<file path="src/itc_defs.vh">
`ifndef ITC_DEFS_VH
`define ITC_DEFS_VH

// Register offsets (word addresses)
`define ITC_OFS_PEND2 5'h13
`define ITC_OFS_PEND3 5'h14
`define ITC_OFS_PEND4 5'h15
`define ITC_OFS_PEND5 5'h16
`define ITC_OFS_CTRL 5'h1D
`define ITC_OFS_CAN2PRI 5'h1F

// Control register fields
`define ITC_CTRL_INT_BIT 15
`define ITC_CTRL_LVL_HI 14
`define ITC_CTRL_LVL_LO 13
`define ITC_CTRL_VEC_HI 12
`define ITC_CTRL_VEC_LO 6
`define ITC_CTRL_DIS_BIT 5
`define ITC_CTRL_RSV_BIT 4
`define ITC_CTRL_BLVL_BIT 3
`define ITC_CTRL_ALVL_BIT 2
`define ITC_CTRL_BEDG_BIT 1
`define ITC_CTRL_AEDG_BIT 0

// CAN2 priority fields
`define ITC_PRI_MSGBUF_LO 6
`define ITC_PRI_WAKEUP_LO 4
`define ITC_PRI_ERROR_LO 2
`define ITC_PRI_BUSOFF_LO 0

// Reset values
`define ITC_RST_CAN2PRI 8'h00
`define ITC_RST_DIS 1'b0
`define ITC_RST_EDGE 1'b0

// Priority encodings
`define ITC_PRI_DISABLED 2'b00
`define ITC_CODE_FIXED 3'h4

// Vector numbering of the covered pending range
`define ITC_FIRST_VEC 7'h21
`define ITC_NUM_SRC 53
`define ITC_PEND5_USED 5

// Source indices (vector minus 33)
`define ITC_IDX_EXT_A 6'h00
`define ITC_IDX_EXT_B 6'h01
`define ITC_IDX_CAN2_BUSOFF 6'h31
`define ITC_IDX_CAN2_ERROR 6'h32
`define ITC_IDX_CAN2_WAKEUP 6'h33
`define ITC_IDX_CAN2_MSGBUF 6'h34

// Reset vector number placed on the address bus
`define ITC_RESET_VEC 8'h00

// Core sees the reset vector up to this many edges after release
`define ITC_RESET_HOLD_EDGES 2

`endif

</file>
<file path="src/itc_pending_ctrl.v">
`timescale 1ns/1ns
`include "itc_defs.vh"

// How it works
// RULE_01 - Pending bits read 0 when request pending
// RULE_02 - Words 2..4 hold positions 33 to 80
// RULE_03 - Word 5 holds positions 81 to 85
// RULE_04 - Word 5 upper bits read 1, unwritable
// RULE_05 - Control bit 15 shows interrupt to core
// RULE_06 - Bits 14:13 report new taken priority level
// RULE_07 - Bits 12:6 hold last taken vector number
// RULE_08 - Taken fields update only on core jump
// RULE_09 - Bit 5 set blocks all core requests
// RULE_10 - Control bit 4 reads 1, unwritable
// RULE_11 - Bits 3:2 mirror external pin levels
// RULE_12 - Bits 1:0 select level or falling edge
// RULE_13 - Stop or wait forces level sensing
// RULE_14 - Priority field 00 disabled, else level 1..3
// RULE_15 - Fields msgbuf 7:6, wakeup 5:4, error 3:2, busoff 1:0
// RULE_16 - Priority bits 15:8 read 0, unwritable
// RULE_17 - Reset vector until second edge after release
// RULE_18 - Reset disables all but fixed core sources
// RULE_19 - Vector base forms upper 13 address bits
// RULE_20 - Highest enabled request wins, ties lower vector
module itc_pending_ctrl #(
  parameter NUM_SRC = `ITC_NUM_SRC
) (
  // Clock and reset
  input wire sys_clk,
  input wire rst,
  // Register port
  input wire [4:0] reg_addr,
  input wire [15:0] reg_wdata,
  input wire reg_wr,
  input wire reg_rd,
  output reg [15:0] reg_rdata,
  // Peripheral requests, active high, index 0 is vector 33
  input wire [NUM_SRC-1:0] src_req,
  // Priority codes of sources whose priority registers live elsewhere
  input wire [2*NUM_SRC-1:0] src_level,
  // Core fixed-priority sources
  input wire core_fixed_req,
  input wire [6:0] core_fixed_vec,
  // External request pins, active low, asynchronous
  input wire ext_request_a_pin_n,
  input wire ext_request_b_pin_n,
  // Low-power state of the chip
  input wire stop_wait_mode,
  // Vector base from its own register
  input wire [12:0] vector_base,
  // Core side
  input wire core_take,
  output reg irq_to_core,
  output reg [1:0] irq_level_to_core,
  output reg [20:0] vector_addr,
  output reg reset_vector_valid
);

  // Register state
  reg [7:0] can2_priority_levels_ff;
  reg global_irq_disable_ff;
  reg ext_a_edge_select_ff;
  reg ext_b_edge_select_ff;
  reg [1:0] taken_priority_level_ff;
  reg [6:0] taken_vector_number_ff;
  reg [6:0] cur_vec_ff;
  reg rst_hold_done_ff;
  reg [NUM_SRC-1:0] pend_ff;

  // Pin synchronisers and edge latches
  reg pin_a_meta_ff;
  reg pin_a_sync_ff;
  reg pin_a_prev_ff;
  reg pin_b_meta_ff;
  reg pin_b_sync_ff;
  reg pin_b_prev_ff;
  reg edge_a_ff;
  reg edge_b_ff;

  wire eff_edge_a;
  wire eff_edge_b;
  wire fall_a;
  wire fall_b;
  wire clr_a;
  wire clr_b;
  wire nxt_edge_a;
  wire nxt_edge_b;

  reg [NUM_SRC-1:0] nxt_pend;
  reg [2:0] best_code;
  reg [6:0] best_vec;
  reg nxt_irq;
  reg [1:0] nxt_level;
  reg [20:0] nxt_vector_addr;
  reg [15:0] nxt_rdata;
  integer i;

  // Priority code of one source, 0 when disabled
  function [2:0] code_of;
    input [5:0] idx;
    input [7:0] can2;
    input [2*NUM_SRC-1:0] lvl;
    begin
      case (idx)
        `ITC_IDX_CAN2_MSGBUF: code_of = {1'b0, can2[`ITC_PRI_MSGBUF_LO+1:`ITC_PRI_MSGBUF_LO]}; // see RULE_15
        `ITC_IDX_CAN2_WAKEUP: code_of = {1'b0, can2[`ITC_PRI_WAKEUP_LO+1:`ITC_PRI_WAKEUP_LO]}; // see RULE_15
        `ITC_IDX_CAN2_ERROR: code_of = {1'b0, can2[`ITC_PRI_ERROR_LO+1:`ITC_PRI_ERROR_LO]}; // see RULE_15
        `ITC_IDX_CAN2_BUSOFF: code_of = {1'b0, can2[`ITC_PRI_BUSOFF_LO+1:`ITC_PRI_BUSOFF_LO]}; // see RULE_15
        default: code_of = {1'b0, lvl[2*idx+:2]};
      endcase
    end
  endfunction

  // Low-power modes have no clock for edge detection, so pins fall back to level
  assign eff_edge_a = ext_a_edge_select_ff & ~stop_wait_mode; // see RULE_13
  assign eff_edge_b = ext_b_edge_select_ff & ~stop_wait_mode; // see RULE_13
  assign fall_a = pin_a_prev_ff & ~pin_a_sync_ff;
  assign fall_b = pin_b_prev_ff & ~pin_b_sync_ff;
  assign clr_a = core_take & irq_to_core & (cur_vec_ff == `ITC_FIRST_VEC + {1'b0, `ITC_IDX_EXT_A});
  assign clr_b = core_take & irq_to_core & (cur_vec_ff == `ITC_FIRST_VEC + {1'b0, `ITC_IDX_EXT_B});
  // A new falling edge in the clearing cycle wins over the clear
  assign nxt_edge_a = eff_edge_a & (fall_a | (edge_a_ff & ~clr_a)); // see RULE_12
  assign nxt_edge_b = eff_edge_b & (fall_b | (edge_b_ff & ~clr_b)); // see RULE_12

  always @*
  begin
    nxt_pend = src_req;
    nxt_pend[`ITC_IDX_EXT_A] = eff_edge_a ? nxt_edge_a : ~pin_a_sync_ff; // see RULE_12
    nxt_pend[`ITC_IDX_EXT_B] = eff_edge_b ? nxt_edge_b : ~pin_b_sync_ff; // see RULE_12
  end

  // Arbitration: strict greater-than keeps the lower vector on a tie
  always @*
  begin
    best_code = 3'h0;
    best_vec = 7'h00;
    for (i = 0; i < NUM_SRC; i = i + 1)
    begin
      if (pend_ff[i] && (code_of(i[5:0], can2_priority_levels_ff, src_level) > best_code)) // see RULE_20
      begin
        best_code = code_of(i[5:0], can2_priority_levels_ff, src_level); // see RULE_14
        best_vec = `ITC_FIRST_VEC + i[6:0];
      end
    end
    if (core_fixed_req) // see RULE_18
    begin
      best_code = `ITC_CODE_FIXED;
      best_vec = core_fixed_vec;
    end
  end

  always @*
  begin
    nxt_irq = (best_code != 3'h0) & ~global_irq_disable_ff & rst_hold_done_ff; // see RULE_09
    nxt_level = (best_code == `ITC_CODE_FIXED) ? 2'b11 : best_code[1:0]; // see RULE_06
    nxt_vector_addr = {vector_base, best_vec, 1'b0}; // see RULE_19
    if (!rst_hold_done_ff)
      nxt_vector_addr = {vector_base, `ITC_RESET_VEC}; // see RULE_17
  end

  // Read mux
  always @*
  begin
    nxt_rdata = 16'h0000;
    if (reg_rd)
    begin
      case (reg_addr)
        `ITC_OFS_PEND2: nxt_rdata = ~pend_ff[15:0]; // see RULE_02
        `ITC_OFS_PEND3: nxt_rdata = ~pend_ff[31:16]; // see RULE_02
        `ITC_OFS_PEND4: nxt_rdata = ~pend_ff[47:32]; // see RULE_01
        `ITC_OFS_PEND5: nxt_rdata = {{(16-`ITC_PEND5_USED){1'b1}}, ~pend_ff[52:48]}; // see RULE_03 RULE_04
        `ITC_OFS_CTRL: nxt_rdata = {irq_to_core, taken_priority_level_ff, // see RULE_05
          taken_vector_number_ff, global_irq_disable_ff, 1'b1, // see RULE_10
          pin_b_sync_ff, pin_a_sync_ff, ext_b_edge_select_ff, ext_a_edge_select_ff}; // see RULE_11
        `ITC_OFS_CAN2PRI: nxt_rdata = {8'h00, can2_priority_levels_ff}; // see RULE_16
        default: nxt_rdata = 16'h0000;
      endcase
    end
  end

  // Pin synchronisers; the first stage feeds only the second
  always @(posedge sys_clk)
  begin
    if (rst)
    begin
      pin_a_meta_ff <= 1'b1;
      pin_a_sync_ff <= 1'b1;
      pin_a_prev_ff <= 1'b1;
      pin_b_meta_ff <= 1'b1;
      pin_b_sync_ff <= 1'b1;
      pin_b_prev_ff <= 1'b1;
    end
    else
    begin
      pin_a_meta_ff <= ext_request_a_pin_n;
      pin_a_sync_ff <= pin_a_meta_ff;
      pin_a_prev_ff <= pin_a_sync_ff;
      pin_b_meta_ff <= ext_request_b_pin_n;
      pin_b_sync_ff <= pin_b_meta_ff;
      pin_b_prev_ff <= pin_b_sync_ff;
    end
  end

  // Registers written by software
  always @(posedge sys_clk)
  begin
    if (rst)
    begin
      can2_priority_levels_ff <= `ITC_RST_CAN2PRI; // see RULE_18
      global_irq_disable_ff <= `ITC_RST_DIS;
      ext_a_edge_select_ff <= `ITC_RST_EDGE;
      ext_b_edge_select_ff <= `ITC_RST_EDGE;
    end
    else if (reg_wr)
    begin
      if (reg_addr == `ITC_OFS_CAN2PRI)
        can2_priority_levels_ff <= reg_wdata[7:0]; // see RULE_16
      if (reg_addr == `ITC_OFS_CTRL)
      begin
        global_irq_disable_ff <= reg_wdata[`ITC_CTRL_DIS_BIT]; // see RULE_09
        ext_b_edge_select_ff <= reg_wdata[`ITC_CTRL_BEDG_BIT]; // see RULE_12
        ext_a_edge_select_ff <= reg_wdata[`ITC_CTRL_AEDG_BIT]; // see RULE_12
      end
    end
  end

  // Request state and core handshake
  always @(posedge sys_clk)
  begin
    if (rst)
    begin
      pend_ff <= {NUM_SRC{1'b0}};
      edge_a_ff <= 1'b0;
      edge_b_ff <= 1'b0;
      irq_to_core <= 1'b0;
      irq_level_to_core <= 2'b00;
      cur_vec_ff <= 7'h00;
      vector_addr <= {13'h0000, `ITC_RESET_VEC}; // see RULE_17
      reset_vector_valid <= 1'b1;
      rst_hold_done_ff <= 1'b0;
      taken_priority_level_ff <= 2'b00;
      taken_vector_number_ff <= 7'h00;
    end
    else
    begin
      pend_ff <= nxt_pend;
      edge_a_ff <= nxt_edge_a;
      edge_b_ff <= nxt_edge_b;
      // First edge after release sets the flag; the second moves off the reset vector
      rst_hold_done_ff <= 1'b1; // see RULE_17
      reset_vector_valid <= ~rst_hold_done_ff;
      irq_to_core <= nxt_irq; // see RULE_20
      irq_level_to_core <= nxt_level;
      cur_vec_ff <= best_vec;
      vector_addr <= nxt_vector_addr;
      // Capture only when the core jumps, so nesting may overwrite unread values
      if (core_take && irq_to_core) // see RULE_08
      begin
        taken_priority_level_ff <= irq_level_to_core; // see RULE_06
        taken_vector_number_ff <= cur_vec_ff; // see RULE_07
      end
    end
  end

  always @(posedge sys_clk)
  begin
    if (rst)
      reg_rdata <= 16'h0000;
    else
      reg_rdata <= nxt_rdata;
  end

endmodule // itc_pending_ctrl

</file>
<file path="config.mk">
export PLATFORM = sky130hd
export DESIGN_NAME = itc_pending_ctrl
export DESIGN_NICKNAME = d
export VERILOG_FILES = /design/src/itc_pending_ctrl.v
export VERILOG_INCLUDE_DIRS = /design/src
export SDC_FILE = /design/constraint.sdc
export NUM_CORES = 1
export LEC_CHECK = 0
export BUFFER_PORTS_ARGS = -buffer_cell sky130_fd_sc_hd__clkbuf_2
export CAP_MARGIN = 15
export CORE_ASPECT_RATIO = 0.8
export CORE_UTILIZATION = 33
export CTS_CLUSTER_DIAMETER = 100
export DETAILED_ROUTE_END_ITERATION = 10
export SLEW_MARGIN = 10
export SYNTH_ARGS = -nofsm -noshare
export SYNTH_HDL_FRONTEND = slang
export SYNTH_SLANG_ARGS = --single-unit
</file>
<file path="constraint.sdc">
create_clock -name sys_clk -period 107.6 [get_ports sys_clk]
set_input_delay 21.52 -clock sys_clk [delete_from_list [all_inputs] [get_ports sys_clk]]
set_output_delay 21.52 -clock sys_clk [all_outputs]
set_load 0.02 [all_outputs]
</file>
* Yosys cells after proc, flatten, opt, wreduce, memory -nomap -nowiden
Index checks and enable logic that the tools add are counted.
Cells by class: equality and inequality tests 9, reduce and logical (&&, ||, !) cells 59, bitwise logic cells 27, order comparisons 53, multiplexer cells 113
Operator list (number):
- 7-bit two-way mux | 53
- 3-bit two-way mux | 53
- 2-bit by 3-bit greater-than comparator with 1-bit output | 52
- 16-bit one-hot mux with 6 select lines | 1
- 1-bit logical AND | 54
- 16-bit inverter | 3
- 5-bit == test (second input constant) | 6
- 7-bit by 6-bit == test with 1-bit output (second input constant) | 2
- 1-bit bitwise AND | 13
- 1-bit inverter | 8
- 6-bit two-way mux | 1
- 5-bit inverter | 1
- 2-bit two-way mux | 2
- 2-bit AND reduction | 2
- 2-bit OR reduction | 2
- 3-bit == test (second input constant) | 1
- 1-bit two-way mux | 3
- 3-bit nonzero test | 1
- 2-bit by 1-bit greater-than comparator with 1-bit output (second input constant) | 1
- 1-bit OR | 2
Word-level totals: input port bits 209, output and inout bits 41, register bits after elaboration 130

* Longest topological paths before layout
Gate-level depths: netlist of run 1.
depth after elaboration 163, depth in mapped cells 320, mapped depth without buffers 320

* Least setup slack after synthesis of run 1
No wires, ideal clock.
kind input-to-reg, from input src_level[1], to register irq_to_core, stages 306, path slack 29.575 ns, setup time 0.125 ns, data arrival time 77.900 ns, path buffers 0, path through nand2_1 ha_1 nor2b_1 o21ai_0 o21ai_0 ha_1 o21bai_1 a31oi_1 mux2i_1 o211ai_1 inv_1 ha_1 nor2_1 o211a_1 o211ai_1 a21o_1 o21ai_0 ha_1 [270 not listed] and3_1 nand2_1 nand2_1 ha_1 nor2b_1 o211ai_1 nand2_1 a21oi_1 nor2_1 ha_1 nand2_1 nand2_1 nor2_1 nor2_1 a211oi_1 nor3_1 a31oi_1 o21ai_1
On the way: cells in the longest elaborated chain, start to end 163
Ends and longest elaborated chain:
- from (decl) | line itc_pending_ctrl.v:40 | input wire [2*NUM_SRC-1:0] src_level,
- 2-bit by 1-bit greater-than comparator with 1-bit output | line itc_pending_ctrl.v:139 | if (pend_ff[i] && (code_of(i[5:0], can2_priority_levels_ff, src_level) > best_code))
- 1-bit logical AND | line itc_pending_ctrl.v:139
- 2-bit two-way mux * | line itc_pending_ctrl.v:139
- 2-bit by 3-bit greater-than comparator with 1-bit output | line itc_pending_ctrl.v:139
- 1-bit logical AND | line itc_pending_ctrl.v:139
- 3-bit two-way mux * | line itc_pending_ctrl.v:139
- 2-bit by 3-bit greater-than comparator with 1-bit output | line itc_pending_ctrl.v:139
- 1-bit logical AND | line itc_pending_ctrl.v:139
- [146 not listed]
- 1-bit logical AND | line itc_pending_ctrl.v:139
- 3-bit two-way mux * | line itc_pending_ctrl.v:139
- 2-bit by 3-bit greater-than comparator with 1-bit output | line itc_pending_ctrl.v:139
- 1-bit logical AND | line itc_pending_ctrl.v:139
- 3-bit two-way mux * | line itc_pending_ctrl.v:139
- 3-bit two-way mux * | line itc_pending_ctrl.v:145 | if (core_fixed_req)
- 3-bit nonzero test * | line itc_pending_ctrl.v:154 | nxt_irq = (best_code != 3'h0) & ~global_irq_disable_ff & rst_hold_done_ff;
- 1-bit bitwise AND * (2 in a row) | line itc_pending_ctrl.v:154
- to (signal assigned) | line itc_pending_ctrl.v:252 | irq_to_core <= nxt_irq;
- to (decl) | line itc_pending_ctrl.v:53 | output reg irq_to_core,
Mark *: on every way between the ends. The rest lies on a longest branch, timed or not. A chain may end at the register's enable or synchronous reset.

* Worst setup path in the final report of run 1
Same ends and word-level chain as after synthesis.

==> summary.txt, run 1 <==
Run
  • Max cap viols: 0

Timing
  • Final hold slack: 0.416 ns
  • Final setup skew: 0.0130 ns
  • Setup_tns: 0 ns
  • Fmax: 11.4 MHz
  • Max-slew headroom: 0.250
  • Setup violations, final: 0
  • Count of pins over their slew limit: 0
  • Worst-margin pin slew: 1.12 ns
  • Period utilization: 0.813
  • Tmin final: 87.52 ns
  • Post-route worst setup slack: 20.08 ns
  • Final Hold Fails: 0
  • Unrepaired setup endpoints after global routing: no

Clock tree
  • CTS Sinks: 129
  • Clk slew on worst S/H paths: 0.06 ns
  • Root Buffer: clkbuf_16
  • Cts repair resizes: 0
  • Post-CTS setup buffer count: 0
  • Worst-skew pair later-pin latency: 0.42 ns
  • TritonCTS clock tree: yes
  • H-tree levels: 4
  • Maximum clock path buffer count: 2
  • Hold_buf cts: 0
  • TritonCTS Buffers: 17

Min path
  • Hold WC Path Type: flip-flop to flip-flop
  • WHS Path Cells: 1

Die
  • Die X-Extent: 184 um
  • Top Ports: 250
  • Die height: 148 um
  • Starting Density: 0.336
  • Core Area: 26200 um2
  • Rows: 53
  • Die footprint: 27300 um2

Pwr
  • Max VDD drop: 0.0126 mV
  • Psw: 0.0993 mW
  • Combinational Power Share: 0.532
  • Leakage: 4.92 nW
  • Clock power share: 0.229
  • Net Sw Frac: 0.425
  • Pwr dens: 21.6 nW/um2
  • Int Pwr: 0.134 mW
  • Register share of total power: 0.239
  • Total power: 0.234 mW

GRT
  • Vias in the first global route: 8521
  • Global route overflow: 0
  • First-pass GRT wire length: 47300 um
  • Largest net degree at the start of global routing: 84
  • Gr usage total: 0.229
  • Antenna violations before repair: 1

Drt
  • Drt via density: 5.46
  • Antenna-violating nets left: 0
  • Vias after detailed routing: 9530
  • DRT iter0 DRCs: 976
  • DRC Markers: 0
  • Final WL: 31200 um
  • Per-cell routed wire length: 17.9 um
  • DRT Pass-1 Iters: 6

Setup path
  • Worst setup SP type: primary input
  • Crit-path max cell delay: 0.76 ns
  • Most used cell, CP: ha_1
  • Reg2Reg Depth: 307
  • Critical path peak fanout: 8
  • Type of the worst setup path: primary input to flip-flop
  • Critical path's slowest cell: o32ai_1
  • CP required: 107.90 ns
  • Critical Path End Type: flip-flop
  • CP Data Arrival Time: 87.81 ns

Placement
  • DPL Wire Length: 25600 um
  • Place WS: 20.65 ns
  • Placed instance area: 10300 um2
  • RePlAce Congestion: 0.931
  • PortBufs: 230

Yosys
  • Ys Warns: 0
  • Yosys reg bits: 129
  • Mapped Area: 8790 um2
  • Post-synth EDFFs: 0
  • Synth Net Count: 1421
  • Synth Instances: 1157
  • Ys async rst share: 0
  • Primary FF master, synth: dfxtp_1
  • Seq/Total Area, Yosys: 0.294
  • Yosys cell types: 83
  • Syn avg cell area: 7.60 um2

Finish
  • Cell area after layout: 10800 um2
  • Area Overhead vs Synth: 23.2%
  • Layout cells sized above 1: 0.219
  • Diodes inserted: 0
  • Layout fillers: 2743
  • Final nets: 1641

Outcome
  • Status: complete, no violations
-- per-layer routing --
| layer | vias to the layer above | wire (um) | GRT usage |
|---|---|---|---|
| li1 | 4654 | - | - |
| met1 | 4346 | 14200 | 0.331 |
| met2 | 479 | 12800 | 0.330 |
| met3 | 49 | 3250 | 0.0471 |
| met4 | 2 | 950 | 0.0888 |
| met5 | - | 13 | 0 |
-- placed cells by master, fill, tap and decap left out, drive strengths merged, types with 18 or more instances in the layout --
master / count
ha: 55
o211ai: 19
a211oi: 26
nor3: 28
a31oi: 20
dfxtp: 129
maj3: 19
o21ai: 48
nor2: 93
nand3: 41
a21oi: 68
inv: 79
o22ai: 18
clkbuf: 247
and2: 21
nor2b: 71
nand2: 177
-- stage by stage --
step	util	instances
2_1_floorplan	-	1157
3_3_place_gp	0.393	1715
3_5_place_dp	0.393	1715
4_1_cts	0.413	1746
5_1_grt	0.413	1746
6_report	0.413	1746
-- synthesized netlist by cell type, drive strengths merged, types with 6 or more instances --
cell | number | area, um2
nand2 | 177 | 664
a31oi | 20 | 125
nor3b | 6 | 45.0
o21bai | 6 | 45.0
o21a | 9 | 67.6
nand2b | 7 | 43.8
nor2 | 93 | 349
a211oi | 26 | 195
o211ai | 19 | 143
dfxtp | 129 | 2580
nand3 | 41 | 215
a21boi | 8 | 60.1
and2 | 21 | 131
and3 | 7 | 43.8
clkbuf | 28 | 105
a21oi | 68 | 340
or2 | 11 | 68.8
mux2 | 10 | 113
or3 | 6 | 42.5
nor4 | 8 | 50.1
mux2i | 8 | 92.6
ha | 55 | 688
a22oi | 9 | 67.6
maj3 | 19 | 190
a21o | 8 | 60.1
inv | 74 | 278
o22ai | 18 | 113
o31ai | 9 | 67.6
nor2b | 71 | 444
nand4 | 14 | 87.6
o211a | 6 | 60.1
o21ai | 48 | 240
nor3 | 28 | 151
-- critical path: cells and delay by family --
family | cells | cell delay, ns
AND/OR/NAND/NOR | 122 | 17.72
AO/OA/AOI/OAI | 99 | 23.92
multiplexers | 13 | 4.26
adder cells (fa/ha/maj) | 70 | 20.00
buffers and inverters | 4 | 0.33
-- path summary, 6_finish.rpt --
kind | start | endpoint | slack [ns]
worst max register to register | pend_ff[0] | irq_to_core | 40.84
worst min-delay path | pin_a_meta_ff | pin_a_sync_ff | 0.42
worst min register to register | pin_a_meta_ff | pin_a_sync_ff | 0.42
worst max-delay path | src_level[1] | irq_to_core | 20.08
-- power groups by stage --
stage                     clock (mW)  combinational (mW)  sequential, mW
after floorplan                    0              0.0897          0.0567
after global placement             0               0.120          0.0567
after detailed placement           0               0.122          0.0567
after CTS                     0.0547               0.123          0.0557
after global routing          0.0572               0.141          0.0562
final                         0.0536               0.124          0.0559
-- flip-flops by register name (all words and copies together), names as in the netlist, 2 cells and up --
signal,flops
can2_priority_levels_ff,8
pend_ff,53
cur_vec_ff,7
vector_addr,20
reg_rdata,16
irq_level_to_core,2
taken_priority_level_ff,2
taken_vector_number_ff,7
-- kinds of logic after synthesis --
group | synth area share
other | 0.000427
adders and majority gates | 0.0999
DFF | 0.294
AOI/OAI and AO/OA | 0.251
and+or+nand+nor | 0.286
muxes | 0.0233
buffers and inverters | 0.0457
-- cell type report --
| cell class | instances | area, um2 | area share |
|---|---|---|---|
| Sequential cell | 129 | 2580 | 0.239 |
| Inverter | 74 | 278 | 0.0257 |
| Multi-Input combinational cell | 922 | 5810 | 0.536 |
| Tap cell | 357 | 447 | 0.0413 |
| Timing Repair Buffer | 233 | 1180 | 0.109 |
| Clock buffer | 18 | 429 | 0.0396 |
| Clock inverter | 13 | 108 | 0.00994 |
(Power assumes the default switching activity.)
==> inputs of run 2 (changes only) <==
==> constraint.sdc (replaced) <==
create_clock -name sys_clk -period 79 [get_ports sys_clk]
set_input_delay 15.8 -clock sys_clk [delete_from_list [all_inputs] [get_ports sys_clk]]
set_output_delay 15.8 -clock sys_clk [all_outputs]
set_load 0.02 [all_outputs]
==> summary.txt, run 2 (synthesis results as in run 1) <==
Die
  • Starting Density: 0.336 (unchanged)
  • Core Area: 26200 um2 (unchanged)
  • Die X-Extent: 184 um (unchanged)
  • Rows: 53 (unchanged)
  • Die footprint: 27300 um2 (unchanged)
  • Die height: 148 um (unchanged)
  • Top Ports: 250 (unchanged)

Timing
  • Worst-margin pin slew: 1.12 ns (-0.00439 ns)
  • Final Hold Fails: 0 (unchanged)
  • Final hold slack: 0.409 ns (-0.00746 ns)
  • Final setup skew: 0.00936 ns (-0.00363 ns)
  • Setup violations, final: 0 (unchanged)
  • Setup_tns: 0 ns (unchanged)
  • Period utilization: 0.955
  • Fmax: 13.3 MHz
  • Count of pins over their slew limit: 0 (unchanged)
  • Max-slew headroom: 0.252 (+0.00294)
  • Tmin final: 75.43 ns

Drt
  • Per-cell routed wire length: 18.1 um (+1.2%)
  • DRT Pass-1 Iters: 7 (+1)
  • Vias after detailed routing: 9810 (+2.9%)
  • Drt via density: 5.45 (-0.21%)
  • Final WL: 32600 um (+4.4%)
  • DRT iter0 DRCs: 924 (-5.3%)
  • DRC Markers: 0 (unchanged)
  • Antenna-violating nets left: 0 (unchanged)

Setup path
  • Worst setup SP type: primary input
  • Crit-path max cell delay: 0.53 ns (-0.23 ns)
  • Type of the worst setup path: primary input to flip-flop
  • Reg2Reg Depth: 316 (+2.9%)
  • Critical Path End Type: flip-flop
  • WP buf/inv: 6 (+2)
  • RR Endpoint: vector_addr[6]
  • R2r setup slk: 18.61 ns (-22.23 ns)
  • Critical path peak fanout: 8 (unchanged)
  • CP Data Arrival Time: 75.74 ns (-12.07 ns)
  • R2R Path Start: pend_ff[0]
  • Most used cell, CP: ha_1
  • CP required: 79.31 ns (-28.59 ns)
  • Critical path's slowest cell: or3b_2
  • Crit path max-delay family: adder cells

GRT
  • Vias in the first global route: 8815 (+3.5%)
  • Antenna violations before repair: 1 (unchanged)
  • Gr usage total: 0.233 (+0.00348)
  • Global route overflow: 0 (unchanged)
  • Largest net degree at the start of global routing: 79 (-6.0%)
  • First-pass GRT wire length: 48200 um (+1.9%)

Min path
  • Worst Hold End: pin_a_sync_ff
  • Hold Crit Start: pin_a_meta_ff
  • WHS Path Cells: 1 (unchanged)
  • Hold WC Path Type: flip-flop to flip-flop

Finish
  • Final nets: 1695 (+3.3%)
  • Number of flip-flops under the largest register name: 53 (unchanged)
  • Cell area after layout: 11600 um2 (+7.5%)
  • Largest Register: pend_ff
  • Diodes inserted: 0 (unchanged)
  • Area Overhead vs Synth: 32.4%
  • Layout cells sized above 1: 0.293 (+0.0741)
  • Final std cells w/o fill: 1801 (+3.2%)
  • Post-layout util: 0.445 (+0.0312)
  • Commonest cells after routing, fill and taps aside: clkbuf_2 (229), nand2_1 (174), dfxtp_1 (129)
  • Largest registers: pend_ff x53, vector_addr x20, reg_rdata x16
  • Most common library cell in the layout ignoring fill and taps: clkbuf_2

Clock tree
  • H-tree levels: 4 (unchanged)
  • CTS Sinks: 129 (unchanged)
  • Maximum clock path buffer count: 2 (unchanged)
  • TritonCTS Buffers: 17 (unchanged)
  • Clk slew on worst S/H paths: 0.06 ns (about the same)
  • Root Buffer: clkbuf_16
  • Worst-skew pair later-pin latency: 0.43 ns (about the same)
  • TritonCTS clock tree: yes

Pwr
  • Max VDD drop: 0.0170 mV (+35%)
  • Pwr dens: 30.7 nW/um2 (+42%)
  • Leakage: 5.28 nW (+7.3%)

Placement
  • RePlAce Congestion: 0.960 (+3.2%)
  • Placed instance area: 10600 um2 (+2.9%)
  • PortBufs: 230 (unchanged)
  • DPL Wire Length: 25900 um (+1.5%)
  • Dpl cells: 1755 (+2.3%)

Run
  • Max cap viols: 0 (unchanged)

Outcome
  • Status: complete, no violations
==> run 2: repair_timing <==
item | CTS | global route
gates resized for setup | 0 | 78
endpoints found under the setup margin | 0 | 17
setup buffers | 0 | 14
hold buffers | 0 | 0
hold endpoints to repair | 0 | 0
==> run 2: metrics by stage <==
| stage | power [mW] | setup WS (ns) |
|---|---|---|
| 2_1_floorplan | 0.199 | 6.70 |
| 3_3_place_gp | 0.254 | 0.795 |
| 3_5_place_dp | 0.258 | 0.149 |
| 4_1_cts | 0.339 | 0.331 |
| 5_1_grt | 0.384 | -0.265 |
| 6_report | 0.358 | 3.57 |
==> run 2: cell type report <==
type / instances / area [um2]
repair buffers: 287 / 1580
multi-input cells: 922 / 6160
clock inverters: 13 / 151
fillers: 2652 / 14500
well taps: 357 / 447
inverters: 74 / 278
clock buffers: 19 / 443
flip-flops and latches: 129 / 2580
==> run 2: how the worst max path moves through the flow <==
stage,startpoint,to,cells past startpoint
after detailed placement,src_level[1],vector_addr[6],312
final,src_level[0],vector_addr[6],317
after CTS,src_level[1],vector_addr[6],312
after global routing,src_level[0],vector_addr[6],320
after global placement,src_level[1],vector_addr[6],312
after floorplan,src_level[1],irq_to_core,306
==> run 2: where the power goes <==
part	switching (mW)	total [mW]	internal, mW	leakage, nW
Clock	0.0321	0.0800	0.0479	0.294
Combinational	0.109	0.201	0.0929	3.92
Sequential	0.00545	0.0763	0.0708	1.06
Total	0.146	0.358	0.212	5.28
==> run 2: metal layers <==
layer	track usage	vias up	part of all wire
li1	-	4768	-
met1	0.329	4514	0.46
met2	0.346	463	0.42
met3	0.0478	63	0.089
met4	0.0854	2	0.032
met5	0	-	0.00037
==> inputs of run 3 (changes only) <==
==> constraint.sdc (replaced) <==
create_clock -name sys_clk -period 71.9 [get_ports sys_clk]
set_input_delay 14.38 -clock sys_clk [delete_from_list [all_inputs] [get_ports sys_clk]]
set_output_delay 14.38 -clock sys_clk [all_outputs]
set_load 0.02 [all_outputs]
==> summary.txt, run 3 (synthesis results as in run 1) <==
Setup path
  • Critical path peak fanout: 5 (-3)
  • Critical path's slowest cell: or4_4
  • Crit-path max cell delay: 0.60 ns (+0.07 ns)
  • Most used cell, CP: ha_1
  • CP Data Arrival Time: 70.17 ns (-5.57 ns)
  • Critical Path End Type: flip-flop
  • Type of the worst setup path: primary input to flip-flop
  • Worst setup SP type: primary input
  • CP required: 72.26 ns (-7.05 ns)

Timing
  • Period utilization: 0.971
  • Tmin final: 69.82 ns
  • Final setup skew: 0.00964 ns (+0.000288 ns)
  • Count of pins over their slew limit: 0 (unchanged)
  • Setup violations, final: 0 (unchanged)
  • Setup_tns: 0 ns (unchanged)
  • Final Hold Fails: 0 (unchanged)
  • Worst-margin pin slew: 1.15 ns (+0.0313 ns)
  • Fmax: 14.3 MHz
  • Max-slew headroom: 0.235 (-0.0176)
  • Final hold slack: 0.410 ns (+0.000552 ns)

Placement
  • Placed instance area: 11300 um2 (+6.5%)
  • Dpl cells: 1846 (+5.2%)
  • RePlAce Congestion: 0.960 (about the same)
  • PortBufs: 230 (unchanged)
  • DPL Wire Length: 26900 um (+3.6%)

Finish
  • Largest Register: pend_ff
  • Most common library cell in the layout ignoring fill and taps: clkbuf_2
  • Number of flip-flops under the largest register name: 53 (unchanged)
  • Diodes inserted: 0 (unchanged)
  • Layout cells sized above 1: 0.430 (+0.137)
  • Area Overhead vs Synth: 51.8%
  • Largest registers: pend_ff x53, vector_addr x20, reg_rdata x16
  • Final std cells w/o fill: 1926 (+6.9%)
  • Commonest cells after routing, fill and taps aside: clkbuf_2 (229), buf_4 (184), nand2_1 (155)
  • Cell area after layout: 13400 um2 (+15%)
  • Final nets: 1822 (+7.5%)

Die
  • Starting Density: 0.336 (unchanged)
  • Top Ports: 250 (unchanged)
  • Rows: 53 (unchanged)
  • Die X-Extent: 184 um (unchanged)
  • Die height: 148 um (unchanged)
  • Core Area: 26200 um2 (unchanged)
  • Die footprint: 27300 um2 (unchanged)

Clock tree
  • Clk slew on worst S/H paths: 0.06 ns (about the same)
  • TritonCTS clock tree: yes
  • CTS Sinks: 129 (unchanged)
  • Hold_buf cts: 0 (unchanged)
  • Root Buffer: clkbuf_16
  • Worst-skew pair later-pin latency: 0.42 ns (about the same)
  • Maximum clock path buffer count: 2 (unchanged)
  • TritonCTS Buffers: 17 (unchanged)
  • H-tree levels: 4 (unchanged)

Drt
  • Drt via density: 5.39 (-1.0%)
  • Final WL: 35100 um (+7.8%)
  • Antenna-violating nets left: 0 (unchanged)
  • DRT iter0 DRCs: 872 (-5.6%)
  • DRC Markers: 0 (unchanged)
  • DRT Pass-1 Iters: 5 (-2)
  • Vias after detailed routing: 10386 (+5.9%)
  • Per-cell routed wire length: 18.2 um (+0.79%)

GRT
  • Gr usage total: 0.242 (+0.00921)
  • First-pass GRT wire length: 50500 um (+4.8%)
  • Antenna violations before repair: 0 (-1)
  • Largest net degree at the start of global routing: 56 (-29%)
  • Global route overflow: 0 (unchanged)
  • Vias in the first global route: 9337 (+5.9%)

Pwr
  • Pwr dens: 36.3 nW/um2 (+18%)
  • Max VDD drop: 0.0205 mV (+21%)
  • Leakage: 6.04 nW (+14%)

Run
  • Max cap viols: 0 (unchanged)

Min path
  • Hold WC Path Type: flip-flop to flip-flop

Outcome
  • Status: complete, no violations
-- run 3: cell count changes in the layout (fill, tap and decap cells not counted), moves of 11 or more --
cell,delta
nor2_1,-26
ha_4,+17
nor2_4,+11
maj3_1,-18
nor2_2,+15
maj3_2,+18
nand2_2,+17
nand2_1,-19
o21ai_0,-12
ha_1,-18
buf_4,+126
-- run 3: area by class of cell --
type                            instances  area, um2
Clock buffer                           18        439
Clock inverter                         12        134
Fill cell                            2549      12800
Inverter                               74        278
Tap cell                              357        447
Multi-Input combinational cell        922       6930
Sequential cell                       129       2580
Timing Repair Buffer                  414       2540
-- run 3: layer usage --
| layer | share of wire | track usage | routed length [um] | vias to the layer above |
|---|---|---|---|---|
| met3 | 0.083 | 0.0512 | 2910 | 55 |
| met4 | 0.026 | 0.0829 | 909 | 0 |
| met1 | 0.46 | 0.348 | 16000 | 4844 |
| met2 | 0.43 | 0.354 | 15300 | 466 |
| li1 | - | - | - | 5021 |
| met5 | 0 | 0 | 0 | - |
-- run 3: worst paths after layout --
path	from	to	slack, ns	cells past startpoint
max reg2reg	pend_ff[0]	vector_addr[6]	15.67	318
min reg2reg	pin_b_meta_ff	pin_b_sync_ff	0.41	1
min	pin_b_meta_ff	pin_b_sync_ff	0.41	1
max	src_level[1]	vector_addr[6]	2.08	319
-- run 3: per-stage QoR --
stage          total power [mW]  worst slack, ns  utilization
2_1_floorplan             0.219             1.02            -
3_3_place_gp              0.307           -0.898        0.430
3_5_place_dp              0.311            -1.49        0.430
4_1_cts                   0.403          0.00673        0.457
5_1_grt                   0.519           -0.913        0.510
6_report                  0.485             2.08        0.510
-- run 3: worst max-delay path, delay by kind of cell --
kind / cells / cell delay, ns
adders and majority gates: 70 / 18.83
and+or+nand+nor: 123 / 15.66
AOI/OAI and AO/OA: 100 / 15.61
muxes: 14 / 3.95
buffers and inverters: 12 / 1.57
-- run 3: power by group --
| part | internal, mW | switching [mW] |
|---|---|---|
| Combinational | 0.164 | 0.152 |
| Sequential | 0.0778 | 0.00623 |
| Clock | 0.0517 | 0.0337 |
-- run 3: timing repair --
item                                    in CTS  in global routing
gates resized for setup                     25                235
pin swaps                                    6                175
setup buffers                                3                 47
endpoints found under the setup margin      17                 17
